<file path="src/tmc_pkg.sv">
// Package: register map, field layout and mode codes for the timer mode control block
package tmc_pkg;
   localparam logic [11:0] TMC_OFF_MODE = 12'h000;
   localparam logic [11:0] TMC_OFF_CLKCTL = 12'h004;
   localparam logic [11:0] TMC_OFF_CNT0 = 12'h008;
   localparam logic [11:0] TMC_OFF_CNT1 = 12'h00c;
   localparam logic [11:0] TMC_OFF_CTRL = 12'h010;
   localparam int TMC_MODE_LO = 0;
   localparam int TMC_CT_SEL_BIT = 2;
   localparam int TMC_GATE_BIT = 3;
   localparam int TMC_T1_MODE_LO = 4;
   localparam int TMC_TIMEBASE_BIT = 3;
   localparam int TMC_RUN0_BIT = 0;
   localparam int TMC_RUN1_BIT = 1;
   localparam logic [7:0] TMC_MODE_RESET = 8'h00;
   localparam logic [7:0] TMC_CLKCTL_RESET = 8'h00;
   localparam logic [7:0] TMC_CTRL_RESET = 8'h00;
   localparam logic [3:0] TMC_DIV_SLOW = 4'hb;
   localparam logic [15:0] TMC_MASK13 = 16'h1fff;

   typedef enum logic [1:0] {
      TMC_M13 = 2'b00,
      TMC_M16 = 2'b01,
      TMC_M8AR = 2'b10,
      TMC_MSTOP = 2'b11
   } tmc_mode_t;

   typedef struct packed {
      logic ext_gate_enable_t0;
      logic counter_or_timer_select;
      tmc_mode_t first_timer_mode_field;
   } tmc_cfg_t;

   // Next count value for a mode; stopped mode holds
   function automatic logic [15:0] tmc_next_count(input tmc_mode_t m, input logic [15:0] c);
      logic [15:0] r;
      r = c;
      unique case (m)
         TMC_M13: r = (c + 16'h0001) & TMC_MASK13;
         TMC_M16: r = c + 16'h0001;
         TMC_M8AR: r = (c[7:0] == 8'hff) ? {c[15:8], c[15:8]} : {c[15:8], c[7:0] + 8'h01};
         TMC_MSTOP: r = c;
      endcase
      return r;
   endfunction
endpackage

</file>
<file path="src/tmc_sync.sv">
// Three-stage pin synchroniser with agreement filter and falling-edge pulse
`timescale 1ns/1ns
module tmc_sync
   import tmc_pkg::*;
(
   input wire logic clk_sys,
   input wire logic rst,
   input wire logic pin,
   output logic level,
   output logic fall
);
   logic s1;
   logic s2;
   logic s3;

   always_ff @(posedge clk_sys or posedge rst) begin
      if (rst) begin
         s1 <= 1'b1;
         s2 <= 1'b1;
         s3 <= 1'b1;
      end else begin
         s1 <= pin;
         s2 <= s1;
         s3 <= s2;
      end
   end

   // Level only moves once stages two and three agree
   always_ff @(posedge clk_sys or posedge rst) begin
      if (rst) begin
         level <= 1'b1;
      end else if (s2 == s3) begin
         level <= s3;
      end
   end

   assign fall = level & (s2 == s3) & ~s3;
endmodule

</file>
<file path="src/tmc_prescale.sv">
// Divider giving one-cycle tick enables for the timer timebase
`timescale 1ns/1ns
module tmc_prescale
   import tmc_pkg::*;
(
   input wire logic clk_sys,
   input wire logic rst,
   output logic tick_slow
);
   logic [3:0] cnt;

   always_ff @(posedge clk_sys or posedge rst) begin
      if (rst) begin
         cnt <= 4'h0;
         tick_slow <= 1'b0;
      end else begin
         tick_slow <= (cnt == TMC_DIV_SLOW);
         cnt <= (cnt == TMC_DIV_SLOW) ? 4'h0 : cnt + 4'h1;
      end
   end
endmodule

</file>
<file path="src/tmc_top.sv">
// Timer mode control: APB registers, gating, clock source and mode-dependent counting
//
// Design decisions made here: the register offsets and the APB interface to the registers.
`timescale 1ns/1ns
module tmc_top
   import tmc_pkg::*;
(
   input wire logic clk_sys,
   input wire logic rst,
   input wire logic psel,
   input wire logic penable,
   input wire logic pwrite,
   input wire logic [11:0] paddr,
   input wire logic [31:0] pwdata,
   output logic [31:0] prdata,
   output logic pready,
   output logic pslverr,
   input wire logic ext_interrupt_zero_pin,
   input wire logic external_count_pin,
   output logic t0_enabled,
   output logic t0_inc,
   output logic [15:0] t0_count,
   output logic [15:0] t1_count
);
   logic [7:0] timer_mode_config;
   logic [7:0] clock_control_reg;
   logic [7:0] run_ctrl;
   logic ext_interrupt_zero_pin_level;
   logic cnt_fall;
   logic tick_slow;
   logic wr_en;
   logic known;
   logic cnt0_wr;
   logic cnt1_wr;
   tmc_cfg_t cfg;
   tmc_mode_t t1_mode;
   logic run_control_first_timer;
   logic timebase_select_bit;
   logic t0_src;
   logic next_t0_enabled;

   tmc_sync u_ext_interrupt_zero_pin_sync (
      .clk_sys(clk_sys),
      .rst(rst),
      .pin(ext_interrupt_zero_pin),
      .level(ext_interrupt_zero_pin_level),
      .fall()
   );

   tmc_sync u_cnt_sync (
      .clk_sys(clk_sys),
      .rst(rst),
      .pin(external_count_pin),
      .level(),
      .fall(cnt_fall)
   );

   tmc_prescale u_prescale (
      .clk_sys(clk_sys),
      .rst(rst),
      .tick_slow(tick_slow)
   );

   // Zero-wait slave: access completes in the first access cycle
   assign pready = 1'b1;
   assign wr_en = psel & penable & pwrite;
   assign known = (paddr == TMC_OFF_MODE) | (paddr == TMC_OFF_CLKCTL) |
      (paddr == TMC_OFF_CNT0) | (paddr == TMC_OFF_CNT1) | (paddr == TMC_OFF_CTRL);
   assign pslverr = psel & penable & ~known;
   assign cnt0_wr = wr_en & (paddr == TMC_OFF_CNT0);
   assign cnt1_wr = wr_en & (paddr == TMC_OFF_CNT1);

   always_ff @(posedge clk_sys or posedge rst) begin
      if (rst) begin
         timer_mode_config <= TMC_MODE_RESET;
         clock_control_reg <= TMC_CLKCTL_RESET;
         run_ctrl <= TMC_CTRL_RESET;
      end else if (wr_en) begin
         if (paddr == TMC_OFF_MODE) begin
            timer_mode_config <= pwdata[7:0];
         end
         if (paddr == TMC_OFF_CLKCTL) begin
            clock_control_reg <= pwdata[7:0];
         end
         if (paddr == TMC_OFF_CTRL) begin
            run_ctrl <= pwdata[7:0];
         end
      end
   end

   always_ff @(posedge clk_sys or posedge rst) begin
      if (rst) begin
         prdata <= 32'h0000_0000;
      end else if (psel & ~penable & ~pwrite) begin
         unique case (paddr)
            TMC_OFF_MODE: prdata <= {24'h00_0000, timer_mode_config};
            TMC_OFF_CLKCTL: prdata <= {24'h00_0000, clock_control_reg};
            TMC_OFF_CNT0: prdata <= {16'h0000, t0_count};
            TMC_OFF_CNT1: prdata <= {16'h0000, t1_count};
            TMC_OFF_CTRL: prdata <= {24'h00_0000, run_ctrl};
            default: prdata <= 32'h0000_0000;
         endcase
      end
   end

   assign cfg.ext_gate_enable_t0 = timer_mode_config[TMC_GATE_BIT];
   assign cfg.counter_or_timer_select = timer_mode_config[TMC_CT_SEL_BIT];
   assign cfg.first_timer_mode_field =
      tmc_mode_t'(timer_mode_config[TMC_MODE_LO +: 2]);
   assign t1_mode = tmc_mode_t'(timer_mode_config[TMC_T1_MODE_LO +: 2]);
   assign run_control_first_timer = run_ctrl[TMC_RUN0_BIT];
   assign timebase_select_bit = clock_control_reg[TMC_TIMEBASE_BIT];

   // Gate: plain run bit, or run bit with pin high
   assign next_t0_enabled = run_control_first_timer &
      (~cfg.ext_gate_enable_t0 | ext_interrupt_zero_pin_level);

   // In timer mode the timebase bit picks full system rate or the divided tick; counter mode takes count-pin falls
   always_comb begin
      if (cfg.counter_or_timer_select) begin
         t0_src = cnt_fall;
      end else begin
         t0_src = timebase_select_bit ? 1'b1 : tick_slow;
      end
   end

   always_ff @(posedge clk_sys or posedge rst) begin
      if (rst) begin
         t0_enabled <= 1'b0;
         t0_inc <= 1'b0;
      end else begin
         t0_enabled <= next_t0_enabled;
         t0_inc <= next_t0_enabled & t0_src;
      end
   end

   // Timer 0 counts in whichever width its mode field selects
   always_ff @(posedge clk_sys or posedge rst) begin
      if (rst) begin
         t0_count <= 16'h0000;
      end else if (cnt0_wr) begin
         t0_count <= pwdata[15:0];
      end else if (t0_inc) begin
         t0_count <= tmc_next_count(cfg.first_timer_mode_field, t0_count);
      end
   end

   // Timer 1 always counts on the divided tick, whatever the timebase bit; its mode 11 stops counting, but writes still load it
   always_ff @(posedge clk_sys or posedge rst) begin
      if (rst) begin
         t1_count <= 16'h0000;
      end else if (cnt1_wr) begin
         t1_count <= pwdata[15:0];
      end else if (run_ctrl[TMC_RUN1_BIT] & tick_slow & (t1_mode != TMC_MSTOP)) begin
         t1_count <= tmc_next_count(t1_mode, t1_count);
      end
   end
endmodule

</file>
<file path="config.mk">
export PLATFORM = sky130hd
export DESIGN_NAME = tmc_top
export DESIGN_NICKNAME = d
export VERILOG_FILES = /design/src/tmc_pkg.sv /design/src/tmc_sync.sv /design/src/tmc_prescale.sv /design/src/tmc_top.sv
export SDC_FILE = /design/constraint.sdc
export NUM_CORES = 1
export LEC_CHECK = 0
export BUFFER_PORTS_ARGS = -buffer_cell sky130_fd_sc_hd__buf_4
export CAP_MARGIN = 20
export CORE_ASPECT_RATIO = 0.8
export CORE_UTILIZATION = 45
export CTS_BUF_LIST = sky130_fd_sc_hd__clkbuf_8
export DETAILED_ROUTE_END_ITERATION = 6
export GPL_TIMING_DRIVEN = 0
export PLACE_DENSITY_LB_ADDON = 0.05
export SLEW_MARGIN = 10
export SYNTH_ARGS = -nofsm -noshare
export SYNTH_HDL_FRONTEND = slang
export SYNTH_HIERARCHICAL = 1
export SYNTH_SLANG_ARGS = --single-unit
</file>
<file path="constraint.sdc">
create_clock -name clk_sys -period 2.71 [get_ports clk_sys]
set_input_delay 0.6775 -clock clk_sys [delete_from_list [all_inputs] [get_ports clk_sys]]
set_output_delay 0.6775 -clock clk_sys [all_outputs]
set_load 0.005 [all_outputs]
</file>
==> metrics.md <==
| Metric | Value |
|---|---|
| CTS max path bufs | 2 |
| Die ar. | between 10000 and 15000 um2 |
| Hold crit path type | input port to async pin |
| Antenna Cells | 0 |
| Initial Util | between 40 and 50% |
| Nature of the critical path endpoint | output pin |
| CTS tree | yes |
| Final WS setup | slightly above 0.05 ns |
| Layout cells sized above 1 | between 20 and 30% |
| Tcrit/Tclk final | 98.1% |
| Worst Path Required | around 2 ns |
| Ys Warns | 6 |
| Post-CTS Setup Bufs | 0 |
| P_leak | ~2.7 nW |
| CTS clock-pin slew for the worst setup and hold paths | about 0.090 ns |
| Nets | about 720 |
| Synth Cell Area | between 5000 and 6000 um2 |
| Residual DRC | 0 |
| Dpl cells | 789 |
| Fin crit period | 2.66 ns |
| Gate Count Post-Synth | around 550 |
| # hold bufs at CTS | 0 |
| Largest net degree at the start of global routing | 63 |
| Critical path arrival | ~2.0 ns |
| Slew headroom | approximately half |
| Max Clk Rate | between 300 and 400 MHz |
| Max cap viols | 0 |
| Via Count | 4765 |
| Startpoint class of the critical path | input port |
| I/O Buffers | 84 |
| First-pass GRT wire length | roughly 25000 um |
| Tot GR Track Use | ~29% |
| Initial antenna violation count | 0 |
| Final wirelength | 16100 um |
| Drt first pass iters | 5 |
| Total CTS buffers | 9 |
| RSZ-0062 raised after global routing | false |
| Root Driver | clkbuf_8 |
| Worst Max-Slew Pin Slew | about 0.76 ns |
| Overflow left after global routing | 0 |
| Final Hold Fails | 0 |
| Clock insertion delay at the later pin of the skew report | 0.37 ns |
| Core ar. | approximately 11000 um2 |
| Layout Skew | slightly above 0.007 ns |
| Avg WL per Cell | between 15 and 20 um |
| Endpoints failing setup | 0 |
| Synthesized area per cell | about 9.3 um2 |
| Setup Crit Path Kind | input port to output pin |
| Ports | between 100 and 150 |
| Peak fanout along the critical path | 5 |
| H-tree levels | 3 |
| Routability cong. | 0.871 |
| Setup tns final | 0 ns |
| Area grow syn2layout | 21.7% |
| VDD IR max | 0.304 mV |
| DIE HEIGHT | ~97 um |
| Clk sinks | slightly below 90 |
| P per Cell Area | about 380 nW/um2 |
| Post-route insts no fill | approximately 810 |
| Slew Limit Fails | 0 |
| DR iter-0 viols | roughly 480 |
| Detail Placement HPWL | ~12000 um |
| Number of global-route vias before repair | around 4.5k |
| Routed Antenna Nets | 0 |
| Rows | 34 |
| Vias/cell | between 5 and 6 |
| Regs by FF count | prdata: 16 flops, t0_count: 16 flops, t1_count: 16 flops |
| Status | finished, final reports clean |
| Pre-CTS setup slack | -0.263 ns |
| Die X | 121 um |
[path summary, 6_finish.rpt]
check                                                 start                          endpoint  slack, ns  depth (start not counted)
max in group asynchronous                               rst                      t1_count[15]       1.89                          3
min                                                     rst                 u_prescale/cnt[1]       0.22                          2
max reg2reg                                     t0_count[0]                       t0_count[6]       0.29                          5
min in group clk_sys       u_ext_interrupt_zero_pin_sync/s1  u_ext_interrupt_zero_pin_sync/s2       0.36                          0
max                                                paddr[1]                           pslverr       0.05                          5
min reg2reg                u_ext_interrupt_zero_pin_sync/s1  u_ext_interrupt_zero_pin_sync/s2       0.36                          0
[repair_timing]
| item | 4_1_cts | 5_1_grt |
|---|---|---|
| resized for setup | 3 | 3 |
| endpoints found under the hold margin | 0 | 0 |
| endpoints found under the setup margin | 1 | 1 |
[per-stage QoR]
| step | util, % | area [um2] | total power [mW] | hold slack (ns) |
|---|---|---|---|---|
| 2_1_floorplan | - | 5120 | 1.42 | 0.345 |
| 3_3_place_gp | 54.2 | 5930 | 1.50 | 0.348 |
| 3_5_place_dp | 54.5 | 5960 | 1.51 | 0.349 |
| 4_1_cts | 56.2 | 6140 | 2.37 | 0.212 |
| 5_1_grt | 56.4 | 6160 | 2.45 | 0.214 |
| 6_report | 56.4 | 6160 | 2.35 | 0.219 |
[cell usage in the layout (no fill, tap or decap), types with 4 or more instances in the layout]
cell / count
clkbuf_1: 15
nor4_1: 6
ha_1: 9
dfrtp_1: 79
o21ai_0: 48
dfstp_2: 8
nand4_1: 6
conb_1: 17
o2bb2ai_1: 8
nand2_1: 53
nand2b_1: 6
a31oi_1: 17
inv_1: 10
clkbuf_8: 9
nor3b_1: 4
a21oi_1: 27
nand3_1: 18
o31ai_1: 6
o21ai_1: 4
mux2i_1: 10
a22oi_1: 11
buf_4: 104
or2_2: 4
or3_1: 6
and2_1: 4
mux2_2: 19
a221oi_1: 14
nor2_1: 41
nor3_1: 17
[layer usage]
metal	GRT usage, %	vias up	wire [um]
met1	41.0	2345	7130
met3	4.60	23	1180
met5	0	-	0
li1	-	2203	-
met2	45.0	194	7520
met4	6.93	0	231
[power by group]
part	switching (mW)	internal, mW
logic	0.0992	0.0730
registers	0.00603	1.31
clock network	0.523	0.341
total	0.629	1.73
[worst max-delay path, cell delays in order]
cell,delay (ns)
buf_4,0.13
nor3_1,0.64
nor2_1,0.16
o211a_1,0.24
buf_4,0.13
[area by class of cell]
| type | instances | area [um2] |
|---|---|---|
| inverter | 11 | 43.8 |
| buffer | 44 | 258 |
| clock inverter | 7 | 55.1 |
| tap | 144 | 180 |
| fill | 1056 | 4770 |
| sequential | 87 | 2190 |
| multi-input combinational | 418 | 2660 |
| timing repair buffer | 85 | 658 |
| clock buffer | 9 | 124 |
(Power assumes the default switching activity.)
